[src/pkg/flash_self_prog_defs.svh]
`ifndef FLASH_SELF_PROG_DEFS_SVH
`define FLASH_SELF_PROG_DEFS_SVH

// ****************************************************************
// Register offsets on the special function register bus.
// ****************************************************************
`define ADDR_PROG_ADDR_LOW 16'hF0E0
`define ADDR_PROG_ADDR_HIGH 16'hF0E1
`define ADDR_PROG_DATA_LOW 16'hF0E2
`define ADDR_PROG_DATA_HIGH 16'hF0E3
`define ADDR_ERASE_CONTROL 16'hF0E4
`define ADDR_UNLOCK_KEY 16'hF0E5
`define ADDR_SEGMENT_SELECT 16'hF0E6
`define ADDR_SELF_PROG_ENABLE 16'hF0E7
`define ADDR_BOOT_REMAP 16'hF0EC

// ****************************************************************
// Reset values and field positions.
// ****************************************************************
`define REG_RESET_VALUE 8'h00
`define BIT_BLOCK_ERASE_START 0
`define BIT_SECTOR_ERASE_START 1
`define BIT_SELF_PROG_ON 0
`define SEG_FIELD_MASK 8'h03

// ****************************************************************
// Unlock key values.
// ****************************************************************
`define UNLOCK_FIRST 8'hFA
`define UNLOCK_SECOND 8'hF5

// ****************************************************************
// Segment codes and address limits, as upper address bytes.
// ****************************************************************
`define SEG_CODE_0 2'h0
`define SEG_CODE_1 2'h1
`define SEG_CODE_2 2'h2
`define SEGMENT_CODE_LO_BLOCK_LAST_QUARTER 2'h2
`define TEST_AREA_UPPER_FIRST 8'hF8
`define SEG2_UPPER_LAST 8'h07
`define SECTOR_MASK_2K 8'hF8
`define SECTOR_MASK_1K 8'hFC
`define BLOCK_MASK_16K 8'hC0

`endif

[src/pkg/flash_self_prog_pkg.sv]
package flash_self_prog_pkg;

    // Operation kinds handed to the flash array.
    typedef enum logic [1:0] {
        OP_WORD_WRITE = 2'h0,
        OP_BLOCK_ERASE = 2'h1,
        OP_SECTOR_ERASE = 2'h2
    } flash_op_t;

    // Sequencer states, Gray coded along idle, run, done.
    typedef enum logic [1:0] {
        ST_IDLE = 2'h0,
        ST_RUN = 2'h1,
        ST_DONE = 2'h3
    } seq_state_t;

    // Unlock key progress.
    typedef enum logic [1:0] {
        KEY_LOCKED = 2'h0,
        KEY_HALF = 2'h1,
        KEY_ARMED = 2'h3
    } key_state_t;

    // One request towards the flash array.
    typedef struct packed {
        flash_op_t op;
        logic [1:0] segment;
        logic [15:0] addr;
        logic [15:0] data;
    } flash_req_t;

endpackage
[src/core/flash_self_program_ctrl.sv]
`timescale 1ns/1ps
`include "flash_self_prog_defs.svh"

module flash_self_program_ctrl (
    // Clock and reset.
    input wire logic clk_sys_in,
    input wire logic rst_b_in,
    // Special function register bus.
    input wire logic [15:0] sfr_addr_in,
    input wire logic sfr_wr_in,
    input wire logic sfr_rd_in,
    input wire logic [7:0] sfr_wdata_in,
    output logic [7:0] sfr_rdata_out,
    // Flash array side.
    output flash_self_prog_pkg::flash_req_t flash_req_out,
    output logic flash_start_out,
    input wire logic flash_done_in,
    // CPU stall and boot remap.
    output logic cpu_stall_out,
    input wire logic hw_remap_pin_in,
    output logic [7:0] boot_remap_out,
    output logic hw_remap_on_out
);

    // ****************************************************************
    // Register storage.
    // ****************************************************************
    logic [7:1] prog_addr_low_reg;
    logic [7:0] prog_addr_high_reg;
    logic [7:0] prog_data_low_reg;
    logic [7:0] prog_data_high_reg;
    logic [1:0] segment_select_reg;
    logic self_prog_on_reg;
    logic [7:0] boot_remap_reg;
    logic [1:0] erase_control_reg;
    flash_self_prog_pkg::key_state_t key_reg;
    flash_self_prog_pkg::seq_state_t state_reg;
    logic [2:0] pin_sync_reg;
    logic hw_remap_reg;

    // Decoded write strobes.
    logic wr_addr_low;
    logic wr_addr_high;
    logic wr_data_low;
    logic wr_data_high;
    logic wr_control;
    logic wr_key;
    logic wr_segment;
    logic wr_self;
    logic wr_remap;

    // Launch decode.
    logic block_req;
    logic sector_req;
    logic word_req;
    logic any_req;
    logic target_ok;
    logic launch;
    flash_self_prog_pkg::flash_op_t op_sel;
    logic [7:0] upper_masked;

    // Writes are refused while an operation runs; the CPU is stalled then anyway.
    assign wr_addr_low = sfr_wr_in && (sfr_addr_in == `ADDR_PROG_ADDR_LOW);
    assign wr_addr_high = sfr_wr_in && (sfr_addr_in == `ADDR_PROG_ADDR_HIGH);
    assign wr_data_low = sfr_wr_in && (sfr_addr_in == `ADDR_PROG_DATA_LOW);
    assign wr_data_high = sfr_wr_in && (sfr_addr_in == `ADDR_PROG_DATA_HIGH);
    assign wr_control = sfr_wr_in && (sfr_addr_in == `ADDR_ERASE_CONTROL);
    assign wr_key = sfr_wr_in && (sfr_addr_in == `ADDR_UNLOCK_KEY);
    assign wr_segment = sfr_wr_in && (sfr_addr_in == `ADDR_SEGMENT_SELECT);
    assign wr_self = sfr_wr_in && (sfr_addr_in == `ADDR_SELF_PROG_ENABLE);
    assign wr_remap = sfr_wr_in && (sfr_addr_in == `ADDR_BOOT_REMAP);

    // ****************************************************************
    // Start request decode.
    // ****************************************************************

    // Block erase wins when both control bits are written high.
    assign block_req = wr_control && sfr_wdata_in[`BIT_BLOCK_ERASE_START];
    assign sector_req = wr_control && !sfr_wdata_in[`BIT_BLOCK_ERASE_START]
        && sfr_wdata_in[`BIT_SECTOR_ERASE_START];
    assign word_req = wr_data_high;
    assign any_req = block_req || sector_req || word_req;

    // Operation kind for this request.
    always_comb begin
        if (block_req) begin
            op_sel = flash_self_prog_pkg::OP_BLOCK_ERASE;
        end else if (sector_req) begin
            op_sel = flash_self_prog_pkg::OP_SECTOR_ERASE;
        end else begin
            op_sel = flash_self_prog_pkg::OP_WORD_WRITE;
        end
    end

    // Target check against segment, range and the protected test area.
    always_comb begin
        target_ok = 1'b0;
        unique case (op_sel)
            flash_self_prog_pkg::OP_BLOCK_ERASE: begin
                // Segment 0 offers three blocks, segment 1 four, segment 2 its whole 2 KB.
                unique case (segment_select_reg)
                    `SEG_CODE_0: target_ok = prog_addr_high_reg[7:6]
                        <= `SEGMENT_CODE_LO_BLOCK_LAST_QUARTER;
                    `SEG_CODE_1: target_ok = 1'b1;
                    `SEG_CODE_2: target_ok = prog_addr_high_reg[7:6] == 2'h0;
                    default: target_ok = 1'b0;
                endcase
            end
            flash_self_prog_pkg::OP_SECTOR_ERASE: begin
                unique case (segment_select_reg)
                    `SEG_CODE_0: target_ok = prog_addr_high_reg
                        < `TEST_AREA_UPPER_FIRST;
                    `SEG_CODE_1: target_ok = 1'b1;
                    `SEG_CODE_2: target_ok = prog_addr_high_reg
                        <= `SEG2_UPPER_LAST;
                    default: target_ok = 1'b0;
                endcase
            end
            default: begin
                unique case (segment_select_reg)
                    `SEG_CODE_0: target_ok = prog_addr_high_reg
                        < `TEST_AREA_UPPER_FIRST;
                    `SEG_CODE_1: target_ok = 1'b1;
                    `SEG_CODE_2: target_ok = prog_addr_high_reg <= `SEG2_UPPER_LAST;
                    default: target_ok = 1'b0;
                endcase
            end
        endcase
    end

    // A bad start is simply dropped; the array never sees it.
    assign launch = any_req && (state_reg == flash_self_prog_pkg::ST_IDLE)
        && (key_reg == flash_self_prog_pkg::KEY_ARMED)
        && self_prog_on_reg && target_ok;

    // Erase targets are aligned to their unit by masking the low upper bits.
    always_comb begin
        unique case (op_sel)
            flash_self_prog_pkg::OP_BLOCK_ERASE:
                upper_masked = prog_addr_high_reg & `BLOCK_MASK_16K;
            flash_self_prog_pkg::OP_SECTOR_ERASE:
                upper_masked = (segment_select_reg == `SEG_CODE_2)
                    ? (prog_addr_high_reg & `SECTOR_MASK_1K)
                    : (prog_addr_high_reg & `SECTOR_MASK_2K);
            default:
                upper_masked = prog_addr_high_reg;
        endcase
    end

    // ****************************************************************
    // Software registers.
    // ****************************************************************

    // Address registers; bit 0 of the low byte is not stored at all.
    always_ff @(posedge clk_sys_in) begin
        if (!rst_b_in) begin
            prog_addr_low_reg <= 7'h00;
            prog_addr_high_reg <= `REG_RESET_VALUE;
        end else if (state_reg == flash_self_prog_pkg::ST_IDLE) begin
            if (wr_addr_low) begin
                prog_addr_low_reg <= sfr_wdata_in[7:1];
            end
            if (wr_addr_high) begin
                prog_addr_high_reg <= sfr_wdata_in;
            end
        end
    end

    // Data registers; the high byte write doubles as the word launch.
    always_ff @(posedge clk_sys_in) begin
        if (!rst_b_in) begin
            prog_data_low_reg <= `REG_RESET_VALUE;
            prog_data_high_reg <= `REG_RESET_VALUE;
        end else if (state_reg == flash_self_prog_pkg::ST_IDLE) begin
            if (wr_data_low) begin
                prog_data_low_reg <= sfr_wdata_in;
            end
            if (wr_data_high) begin
                prog_data_high_reg <= sfr_wdata_in;
            end
        end
    end

    // Segment, enable and remap configuration.
    always_ff @(posedge clk_sys_in) begin
        if (!rst_b_in) begin
            segment_select_reg <= 2'h0;
            self_prog_on_reg <= 1'b0;
            boot_remap_reg <= `REG_RESET_VALUE;
        end else if (state_reg == flash_self_prog_pkg::ST_IDLE) begin
            if (wr_segment) begin
                segment_select_reg <= sfr_wdata_in[1:0];
            end
            if (wr_self) begin
                self_prog_on_reg <= sfr_wdata_in[`BIT_SELF_PROG_ON];
            end
            if (wr_remap) begin
                boot_remap_reg <= sfr_wdata_in;
            end
        end
    end

    // Unlock key: FA then F5 arms, anything but FA or F5 after FA drops back, a launch consumes.
    always_ff @(posedge clk_sys_in) begin
        if (!rst_b_in) begin
            key_reg <= flash_self_prog_pkg::KEY_LOCKED;
        end else if (launch) begin
            key_reg <= flash_self_prog_pkg::KEY_LOCKED;
        end else if (wr_key && state_reg == flash_self_prog_pkg::ST_IDLE) begin
            if (sfr_wdata_in == `UNLOCK_FIRST) begin
                key_reg <= flash_self_prog_pkg::KEY_HALF;
            end else if (sfr_wdata_in == `UNLOCK_SECOND
                && key_reg == flash_self_prog_pkg::KEY_HALF) begin
                key_reg <= flash_self_prog_pkg::KEY_ARMED;
            end else if (key_reg == flash_self_prog_pkg::KEY_HALF) begin
                key_reg <= flash_self_prog_pkg::KEY_LOCKED;
            end
        end
    end

    // ****************************************************************
    // Operation sequencer.
    // ****************************************************************

    // Busy from launch until the array reports done; the stall drops on the same edge that enters the done state.
    always_ff @(posedge clk_sys_in) begin
        if (!rst_b_in) begin
            state_reg <= flash_self_prog_pkg::ST_IDLE;
        end else begin
            unique case (state_reg)
                flash_self_prog_pkg::ST_IDLE:
                    if (launch) begin
                        state_reg <= flash_self_prog_pkg::ST_RUN;
                    end
                flash_self_prog_pkg::ST_RUN:
                    if (flash_done_in) begin
                        state_reg <= flash_self_prog_pkg::ST_DONE;
                    end
                flash_self_prog_pkg::ST_DONE:
                    state_reg <= flash_self_prog_pkg::ST_IDLE;
                default:
                    state_reg <= flash_self_prog_pkg::ST_IDLE;
            endcase
        end
    end

    // Erase start bits are held while erasing and clear themselves at completion.
    always_ff @(posedge clk_sys_in) begin
        if (!rst_b_in) begin
            erase_control_reg <= 2'h0;
        end else if (launch && block_req) begin
            erase_control_reg <= 2'h1;
        end else if (launch && sector_req) begin
            erase_control_reg <= 2'h2;
        end else if (state_reg == flash_self_prog_pkg::ST_RUN && flash_done_in) begin
            erase_control_reg <= 2'h0;
        end
    end

    // Request to the array, captured once at launch and held until done.
    always_ff @(posedge clk_sys_in) begin
        if (!rst_b_in) begin
            flash_req_out <= '0;
            flash_start_out <= 1'b0;
            cpu_stall_out <= 1'b0;
        end else begin
            flash_start_out <= launch;
            if (launch) begin
                flash_req_out.op <= op_sel;
                flash_req_out.segment <= segment_select_reg;
                flash_req_out.addr <= (op_sel == flash_self_prog_pkg::OP_WORD_WRITE)
                    ? {prog_addr_high_reg, prog_addr_low_reg, 1'b0}
                    : {upper_masked, 8'h00};
                flash_req_out.data <= {(word_req ? sfr_wdata_in : prog_data_high_reg),
                    prog_data_low_reg};
                cpu_stall_out <= 1'b1;
            end else if (state_reg == flash_self_prog_pkg::ST_RUN && flash_done_in) begin
                cpu_stall_out <= 1'b0;
            end
        end
    end

    // ****************************************************************
    // Boot remap pin and outputs.
    // ****************************************************************

    // The pin is asynchronous, so three stages; a change counts once stages two and three agree.
    always_ff @(posedge clk_sys_in) begin
        if (!rst_b_in) begin
            pin_sync_reg <= 3'h0;
            hw_remap_reg <= 1'b0;
        end else begin
            pin_sync_reg <= {pin_sync_reg[1:0], hw_remap_pin_in};
            if (pin_sync_reg[1] == pin_sync_reg[2]) begin
                hw_remap_reg <= pin_sync_reg[2];
            end
        end
    end

    // Remap outputs follow the registers one cycle later.
    always_ff @(posedge clk_sys_in) begin
        if (!rst_b_in) begin
            boot_remap_out <= `REG_RESET_VALUE;
            hw_remap_on_out <= 1'b0;
        end else begin
            boot_remap_out <= boot_remap_reg;
            hw_remap_on_out <= hw_remap_reg;
        end
    end

    // Read data; write-only registers and unmapped addresses read as zero.
    always_ff @(posedge clk_sys_in) begin
        if (!rst_b_in) begin
            sfr_rdata_out <= `REG_RESET_VALUE;
        end else if (sfr_rd_in) begin
            unique case (sfr_addr_in)
                `ADDR_PROG_ADDR_LOW: sfr_rdata_out <= {prog_addr_low_reg, 1'b0};
                `ADDR_PROG_ADDR_HIGH: sfr_rdata_out <= prog_addr_high_reg;
                `ADDR_PROG_DATA_LOW: sfr_rdata_out <= prog_data_low_reg;
                `ADDR_PROG_DATA_HIGH: sfr_rdata_out <= prog_data_high_reg;
                `ADDR_SEGMENT_SELECT: sfr_rdata_out <= {6'h00, segment_select_reg};
                `ADDR_SELF_PROG_ENABLE: sfr_rdata_out <= {7'h00, self_prog_on_reg};
                `ADDR_BOOT_REMAP: sfr_rdata_out <= boot_remap_reg;
                default: sfr_rdata_out <= `REG_RESET_VALUE;
            endcase
        end
    end

endmodule

[config.mk]
export PLATFORM = sky130hd
export DESIGN_NAME = flash_self_program_ctrl
export DESIGN_NICKNAME = d
export VERILOG_FILES = /design/src/pkg/flash_self_prog_pkg.sv /design/src/core/flash_self_program_ctrl.sv
export VERILOG_INCLUDE_DIRS = /design/src /design/src/pkg
export SDC_FILE = /design/constraint.sdc
export NUM_CORES = 1
export LEC_CHECK = 0
export ABC_AREA = 0
export BUFFER_PORTS_ARGS = -buffer_cell sky130_fd_sc_hd__buf_2
export CAP_MARGIN = 20
export CORE_AREA = 2 2 91 93
export CTS_CLUSTER_SIZE = 20
export DETAILED_ROUTE_END_ITERATION = 6
export DIE_AREA = 0 0 93 95
export PLACE_DENSITY = 0.82
export SLEW_MARGIN = 20
export SYNTH_ARGS = -nofsm -noshare
export SYNTH_HDL_FRONTEND = slang
export SYNTH_SLANG_ARGS = --single-unit
[constraint.sdc]
create_clock -name clk_sys_in -period 3.5 [get_ports clk_sys_in]
set_input_delay 0.35 -clock clk_sys_in [delete_from_list [all_inputs] [get_ports clk_sys_in]]
set_output_delay 0.35 -clock clk_sys_in [all_outputs]
set_load 0.01 [all_outputs]
Word level (Yosys, flattened, before mapping):

Index checks and enable logic that the tools add are counted.

* logic and storage cells: 100
* register bits after elaboration: 105

* reductions and logical operators: 37
* bitwise operators: 1
* muxes and demuxes: 18
* equality and inequality tests: 21
* $lt $le $gt $ge: 3

Operators with widths (count)
* $eq 16x16->1 const B: 9
* $pmux 8 s7: 1
* $logic_and 1x1->1: 19
* $eq 8x8->1 const B: 2
* $reduce_and 2->1: 8
* $mux 14: 1
* $mux 2: 7
* $pmux 6 s2: 1
* $eq 2x1->1 const B: 4
* $le 8x3->1 const B: 1
* $logic_not 2->1: 4
* $lt 8x8->1 const B: 1
* $mux 8: 1
* $eq 2x2->1 const B: 3
* $pmux 1 s3: 2
* $ne 2x2->1 const B: 2
* $pmux 2 s2: 1
* $mux 1: 3
* $mux 3: 1
* $reduce_bool 3->1: 1
* $le 2x2->1 const B: 1
* $logic_or 1x1->1: 2
* $reduce_bool 2->1: 1
* $reduce_or 2->1: 1
* 3 further kinds: 3

Longest topological paths before layout:

Gate-level depths: netlist of the first run.

* depth in word-level cells: 12
* gate-level depth with buffers: 9
* gate-level depth less buffers: 6

Least setup slack after synthesis of the first run:

OpenSTA, ideal clock, no wires.

* path type: input -> register
* start point: in sfr_addr_in[10]
* end point: reg flash_req_out[35] (netlist bit)
* path buffers: 0
* data required time: 3.430 ns
* library setup time: 0.070 ns
* setup slack: 1.160 ns
* cell stages on the path: 6
* arrival time: 2.270 ns
* path through: nand4bb_1 nor4_4 and4_1 mux2_2 or4_1 a21oi_1

* longest elaborated chain between the ends: 10
* elaborated cells on any way between the ends: 17
* classes of those cells: eq/ne: 3; mux: 3; reduce/logical: 11

RTL lines
* start, declared: RTL line flash_self_program_ctrl.sv:9 `input wire logic [15:0] sfr_addr_in,`
* branches (longest 10 deep; another with $eq 16x16->1)
* end, declared: RTL line flash_self_program_ctrl.sv:15 `output flash_self_prog_pkg::flash_req_t flash_req_out,`

Parallel ways; which one is timed is not known.
A chain may end at the register's enable or synchronous reset.

Worst setup path in the final report of the first run:

Same ends and word-level chain as after synthesis.

==> run_results.csv, run 1 <==
group,metric,value,unit
route,drc,0,
synth,synth.area.top_cells,"dfxtp_1 (47%), nand2_1 (7.0%), a21oi_1 (6.9%)",
placement,dp_hpwl,8.35,mm
synth,synth_area_leader_cell,"dfxtp_1",
hold_path,min_path_type,"input port to flop",
route,final_antenna_net_count,0,
placement,gp_congestion,0.915,
floorplanning,fp.coreArea,7930,um2
hold_path,holdCritStartpoint,"hw_remap_pin_in",
sta,setup_viol,0,
pwr,powerDensity,408,nW/um2
cells_and_area,largest_reg_flops,35,
synth,synth_area_per_cell,8.84,um2
worst_setup_path,worstPathArrival,2.72,ns
run,max_cap_violations,0,
cells_and_area,regMostFlops,"flash_req_out",
worst_setup_path,end_kind,"flop",
sta,worst_slew_pin_slew,0.931,ns
synth,syn-num-nets,536,
floorplanning,num_rows,33,
hold_path,hold_path_end,"pin_sync_reg[0]",
grt,met2_usage,0.451,
synth,ys_ff_latch,104,
synth,async_flop_share,0,
synth,synth_top_family_by_area,"simple AND/OR/NAND/NOR gates",
placement,io_buffers,83,
worst_setup_path,crit_type,"input port to flop",
clocking,htreeDepth,3,
sta,period_share,0.700,
cells_and_area,nNetsFinal,598,
grt,grt_pass1_vias,3705,
sta,fin_crit,2.45,ns
worst_setup_path,path_cells,"buf_2, nand4bb_1, nor4_4, and4_1, mux2_2, or4_1, a21oi_1",
floorplanning,io_pins,85,
synth,synth_warnings,0,
grt,grt_max_degree,72,
grt,grt_use_met1,0.345,
floorplanning,die-area,8840,um2
cells_and_area,multi_input_area,2210,um2
synth,synthMuxAreaShare,0.0965,
route,num_vias,4021,
synth,synth_ff_type,"dfxtp_1",
worst_setup_path,path_max_fanout,17,
sta,rsz0062_at_grt,"false",
clocking,cts-resized-gates,0,
grt,grt_pass1_wl,18.4,mm
cells_and_area,area.growth.synth_to_final,14.7,%
worst_setup_path,cp-start-kind,"input port",
sta,fmax,408,MHz
clocking,cts-hold-fix-buffers,0,
sta,skew,0.00591,ns
floorplanning,dieWidth,93,um
route,drt-total-wl,11.7,mm
clocking,cts-buffers-inserted,9,
cells_and_area,final.fill_count,697,
synth,synth_compound_area_frac,0.154,
clocking,insertion_delay,0.36,ns
synth,synthAdderAreaFrac,0,
hold_path,whs_path_depth,2,
sta,drv_slew,0,
worst_setup_path,reg2reg_setup_slack,1.31,ns
clocking,clkSinkCount,104,
synth,synth_cell_types,48,
worst_setup_path,cp_slowest_cell,"or4_1",
route,routed_via_density,5.93,
sta,finalSetupTns,0,ns
synth,synth_edf_count,0,
run_status,status,"finished, final reports clean",
worst_setup_path,reg2reg_to,"flash_req_out[32]",
cells_and_area,seq_area,2080,um2
route,drt_iter0_drc,366,
pwr,ir_drop,0.226,mV
clocking,cts_tree,"done",
worst_setup_path,regToRegStartpoint,"state_reg[1]",
synth,synth-simple-area-share,0.240,
clocking,cts_root_buf,"clkbuf_8",
sta,setup_ws,1.05,ns
sta,maxSlewHeadroom,0.379,
worst_setup_path,cp_num_buf_inv,1,
sta,final-hold-violation-count,0,
synth,netlist_instances,506,
worst_setup_path,ff2ff_path_depth,6,
worst_setup_path,critPathMaxStageDelay,0.54,ns
grt,busiest_layer,"met2",
worst_setup_path,cp.required,3.77,ns
grt,grt-ovfl-total,0,
synth,synth_xor_area_frac,0,
route,wire_per_inst,17.2,um
clocking,path_clk_slew,0.10,ns
synth,ys_seq_area_frac,0.465,
floorplanning,die_h,95,um
pwr,power_leakage,0.00194,uW
worst_setup_path,critPathTopFamily,"simple AND/OR/NAND/NOR gates",
synth,syn_area,4470,um2
cells_and_area,n_antenna_cell,0,
synth,yosysTopAreaCellShare,0.465,
route,dr.pass1.iters,5,
floorplanning,start_util,0.564,
grt,track_usage,0.267,
grt,antenna_found_initial,0,
cells_and_area,drive_gt1_frac,0.216,
grt,use_met3,0.0399,
clocking,clockBufferDepth,2,
placement,dp_slack,0.730,ns
clocking,postCtsSetupRepairBufs,0,
cell families (layout without fill, tap and decap cells):
logic type      count (synthesis)  count (layout)
compound gates                120             120
buf+inv                        47             114
simple gates                  200             200
flops                         104             104
other cells                     1               1
mux                            34              34
per-stage QoR:
stage	utilization	std cells	total power (uW)	cell area (um2)	hold WS, ns
finish	0.647	678	2090	5130	0.192
global placement	0.619	661	1300	4900	0.428
global route	0.647	678	2150	5130	0.195
CTS	0.647	677	2100	5130	0.193
detailed placement	0.619	661	1300	4900	0.442
floorplan	-	506	1260	4470	0.412
power by group:
group | internal (uW) | switching, uW | leakage, uW
registers | 1180 | 0.501 | 0.000838
clock network | 422 | 399 | 0.000106
logic | 25.6 | 63.8 | 0.00100
worst register-to-register path: stages, from the launching register on:
cell     delay (ns)
dfxtp_1        0.36
nor2_1         0.32
nand4_1        0.21
a21oi_2        0.55
buf_4          0.36
nand3_1        0.14
a21oi_1        0.16
Yosys cell counts, drive strengths merged, types with 2 or more instances:
| library cell | n |
|---|---|
| nand4 | 16 |
| buf | 11 |
| a21oi | 62 |
| o21ai | 26 |
| inv | 10 |
| clkbuf | 26 |
| nor2b | 3 |
| a21o | 2 |
| and2 | 24 |
| and4 | 3 |
| nand3 | 20 |
| mux2 | 3 |
| mux2i | 24 |
| nor4 | 6 |
| a311oi | 8 |
| nor2 | 17 |
| nor3 | 6 |
| o2111ai | 2 |
| nand4bb | 2 |
| mux4 | 7 |
| nand2b | 7 |
| and4bb | 2 |
| or3 | 3 |
| a22oi | 7 |
| nand2 | 84 |
| dfxtp | 104 |
| o22ai | 7 |
cell type report:
cell class,count,share of cell area
multi-input combinational,355,0.430
sequential,104,0.406
timing repair buffer,88,0.0878
clock buffer,11,0.0275
tap,105,0.0256
clock inverter,5,0.0156
inverter,10,0.00756
how the worst max path moves through the flow:
stage                               start                 to  slack [ns]  cells after the start
after global routing      sfr_addr_in[10]  flash_req_out[21]        0.80                      8
after detailed placement  sfr_addr_in[10]  flash_req_out[21]        0.73                      8
after global placement    sfr_addr_in[10]  flash_req_out[35]        0.79                      7
final                     sfr_addr_in[10]  flash_req_out[35]        1.05                      7
after CTS                 sfr_addr_in[10]  flash_req_out[35]        1.10                      7
after floorplan           sfr_addr_in[10]  flash_req_out[35]        1.16                      6
cells in the final DEF (no fill, tap or decap), types with 2 or more instances in the layout:
master,Yosys,final
a21o_1,2,2
a21oi_1,62,61
a22oi_1,7,7
a311oi_1,8,8
and2_1,24,24
and4_1,3,3
and4bb_2,2,2
buf_2,8,83
buf_4,1,4
bufinv_16,0,2
clkbuf_8,0,10
clkinv_2,0,2
clkinvlp_4,0,2
dfxtp_1,104,104
inv_1,9,9
mux2_2,3,3
mux2i_1,24,23
mux4_2,7,7
nand2_1,84,84
nand2b_1,7,7
nand3_1,20,20
nand4_1,16,16
nor2_1,17,17
nor2b_1,3,3
nor3_1,6,6
nor4_1,3,3
nor4_4,2,2
o2111ai_1,2,2
o21ai_0,25,25
o22ai_1,7,7
or3_1,3,3
metal layers:
| layer | vias to the layer above | wire, um |
|---|---|---|
| met5 | - | 0 |
| met4 | 0 | 309 |
| met3 | 26 | 797 |
| met2 | 177 | 5660 |
| met1 | 1900 | 4890 |
| li1 | 1918 | - |
(Power assumes the default switching activity.)
==> run 2, diff against run 1 <==
--- a/config.mk
+++ b/config.mk
@@ -9,11 +9,11 @@
 export ABC_AREA = 0
 export BUFFER_PORTS_ARGS = -buffer_cell sky130_fd_sc_hd__buf_2
 export CAP_MARGIN = 20
-export CORE_AREA = 2 2 91 93
+export CORE_AREA = 2 2 94 96
 export CTS_CLUSTER_SIZE = 20
 export DETAILED_ROUTE_END_ITERATION = 6
-export DIE_AREA = 0 0 93 95
-export PLACE_DENSITY = 0.82
+export DIE_AREA = 0 0 96 98
+export PLACE_DENSITY = 0.77
 export SLEW_MARGIN = 20
 export SYNTH_ARGS = -nofsm -noshare
 export SYNTH_HDL_FRONTEND = slang
==> constraint.sdc (replaced) <==
create_clock -name clk_sys_in -period 2.5 [get_ports clk_sys_in]
set_input_delay 0.25 -clock clk_sys_in [delete_from_list [all_inputs] [get_ports clk_sys_in]]
set_output_delay 0.25 -clock clk_sys_in [all_outputs]
set_load 0.01 [all_outputs]
==> run_results.csv, run 2 (synthesis gave the netlist of run 1 again) <==
group,metric,value,unit
run_status,status,"finished, final reports clean",
floorplanning,fp.coreArea,8470,um2
floorplanning,die-area,9410,um2
pwr,ir_drop,0.426,mV
worst_setup_path,path_max_fanout,16,
placement,dpl_cell_area,5050,um2
sta,finalSetupTns,0,ns
sta,rsz0062_at_grt,"false",
hold_path,holdCritStartpoint,"hw_remap_pin_in",
run,max_cap_violations,0,
route,wire_per_inst,17.4,um
clocking,cts-resized-gates,0,
sta,period_share,0.814,
cells_and_area,nNetsFinal,611,
hold_path,hold_path_end,"pin_sync_reg[0]",
clocking,postCtsSetupRepairBufs,0,
worst_setup_path,ff2ff_path_depth,7,
pwr,power,2940,uW
hold_path,whs_path_depth,2,
floorplanning,die_h,98,um
sta,fin_crit,2.04,ns
clocking,cts-hold-fix-buffers,0,
cells_and_area,drive_gt1_frac,0.232,
route,drt_iter0_drc,401,
grt,grt_pass1_vias,3772,
cells_and_area,layout_commonest_cell,"dfxtp_1",
sta,setup_viol,0,
worst_setup_path,reg2reg_setup_slack,0.47,ns
worst_setup_path,cp-start-kind,"input port",
cells_and_area,area.growth.synth_to_final,17.7,%
floorplanning,num_rows,34,
worst_setup_path,reg2reg_to,"flash_req_out[34]",
route,drt-total-wl,12.0,mm
clocking,clkSinkCount,104,
clocking,path_clk_slew,0.09,ns
clocking,htreeDepth,3,
grt,track_usage,0.266,
placement,io_buffers,83,
cells_and_area,multi_input_area,2220,um2
grt,grt_max_degree,51,
route,drc,0,
worst_setup_path,crit_type,"input port to flop",
floorplanning,io_pins,85,
worst_setup_path,regToRegStartpoint,"prog_addr_high_reg[6]",
cells_and_area,regMostFlops,"flash_req_out",
worst_setup_path,worstPathArrival,2.33,ns
grt,grt-ovfl-total,0,
route,num_vias,4085,
cells_and_area,final.fill_count,731,
worst_setup_path,cp.required,2.80,ns
floorplanning,start_util,0.528,
cells_and_area,seq_area,2080,um2
pwr,powerDensity,558,nW/um2
route,final_antenna_net_count,0,
sta,drv_slew,0,
placement,gp_congestion,1.01,
floorplanning,dieWidth,96,um
clocking,insertion_delay,0.36,ns
cells_and_area,largest_reg_flops,35,
route,dr.pass1.iters,5,
grt,antenna_found_initial,0,
sta,fmax,491,MHz
cells_and_area,final_cell_mix,"dfxtp_1 (104), nand2_1 (84), buf_2 (83)",
clocking,cts_tree,"done",
clocking,cts-buffers-inserted,9,
grt,grt_pass1_wl,19.5,mm
clocking,cts_root_buf,"clkbuf_8",
worst_setup_path,end_kind,"flop",
route,routed_via_density,5.89,
cells_and_area,n_antenna_cell,0,
pwr,power_leakage,0.00202,uW
sta,final-hold-violation-count,0,
sta,skew,0.0102,ns
cells_and_area,fin_area,5270,um2
placement,dp_hpwl,8.87,mm
hold_path,min_path_type,"input port to flop",
clocking,clockBufferDepth,2,
run 2: critical path, cell delays in order:
cell,delay (ns)
buf_2,0.10
nand4bb_1,0.29
nor4_4,0.30
and4_1,0.32
mux2_2,0.37
buf_4,0.18
or3_1,0.37
a21oi_1,0.15
run 2: routing by layer:
layer / part of all wire / GRT usage / vias up
li1: - / - / 1948
met1: 0.42 / 0.366 / 1903
met2: 0.47 / 0.414 / 199
met3: 0.080 / 0.0486 / 35
met4: 0.030 / 0.0989 / 0
met5: 0 / 0 / -
run 2: worst max path at each step:
stage / from / to / slack [ns] / cells after the start
detailed placement: sfr_addr_in[10] / flash_req_out[34] / 0.13 / 8
CTS: prog_addr_high_reg[6] / flash_req_out[34] / 0.46 / 7
finish: sfr_addr_in[10] / flash_req_out[34] / 0.46 / 8
global placement: sfr_addr_in[10] / flash_req_out[34] / 0.18 / 8
global route: prog_addr_high_reg[6] / flash_req_out[34] / 0.35 / 7
floorplan: sfr_addr_in[10] / flash_req_out[35] / 0.26 / 6
run 2: final cells by class:
cell class                 count  area share
clock inverter                 4      0.0147
inverter                      10     0.00713
clock buffer                  11      0.0268
multi-input combinational    355       0.421
timing repair buffer         101       0.109
tap                          108      0.0257
sequential                   104       0.395
run 2: where the power goes:
group	switching (uW)	internal, uW	total (uW)
Sequential	0.730	1660	1660
Clock	555	592	1150
Combinational	89.2	42.9	132
Total	645	2290	2940
run 2: stage by stage:
step / setup WS [ns] / instances / hold WS [ns] / utilization
finish: 0.464 / 693 / 0.0973 / 0.622
global route: 0.353 / 693 / 0.103 / 0.622
CTS: 0.465 / 693 / 0.0916 / 0.622
detailed placement: 0.126 / 678 / 0.436 / 0.596
global placement: 0.176 / 678 / 0.431 / 0.596
floorplan: 0.260 / 506 / 0.377 / -
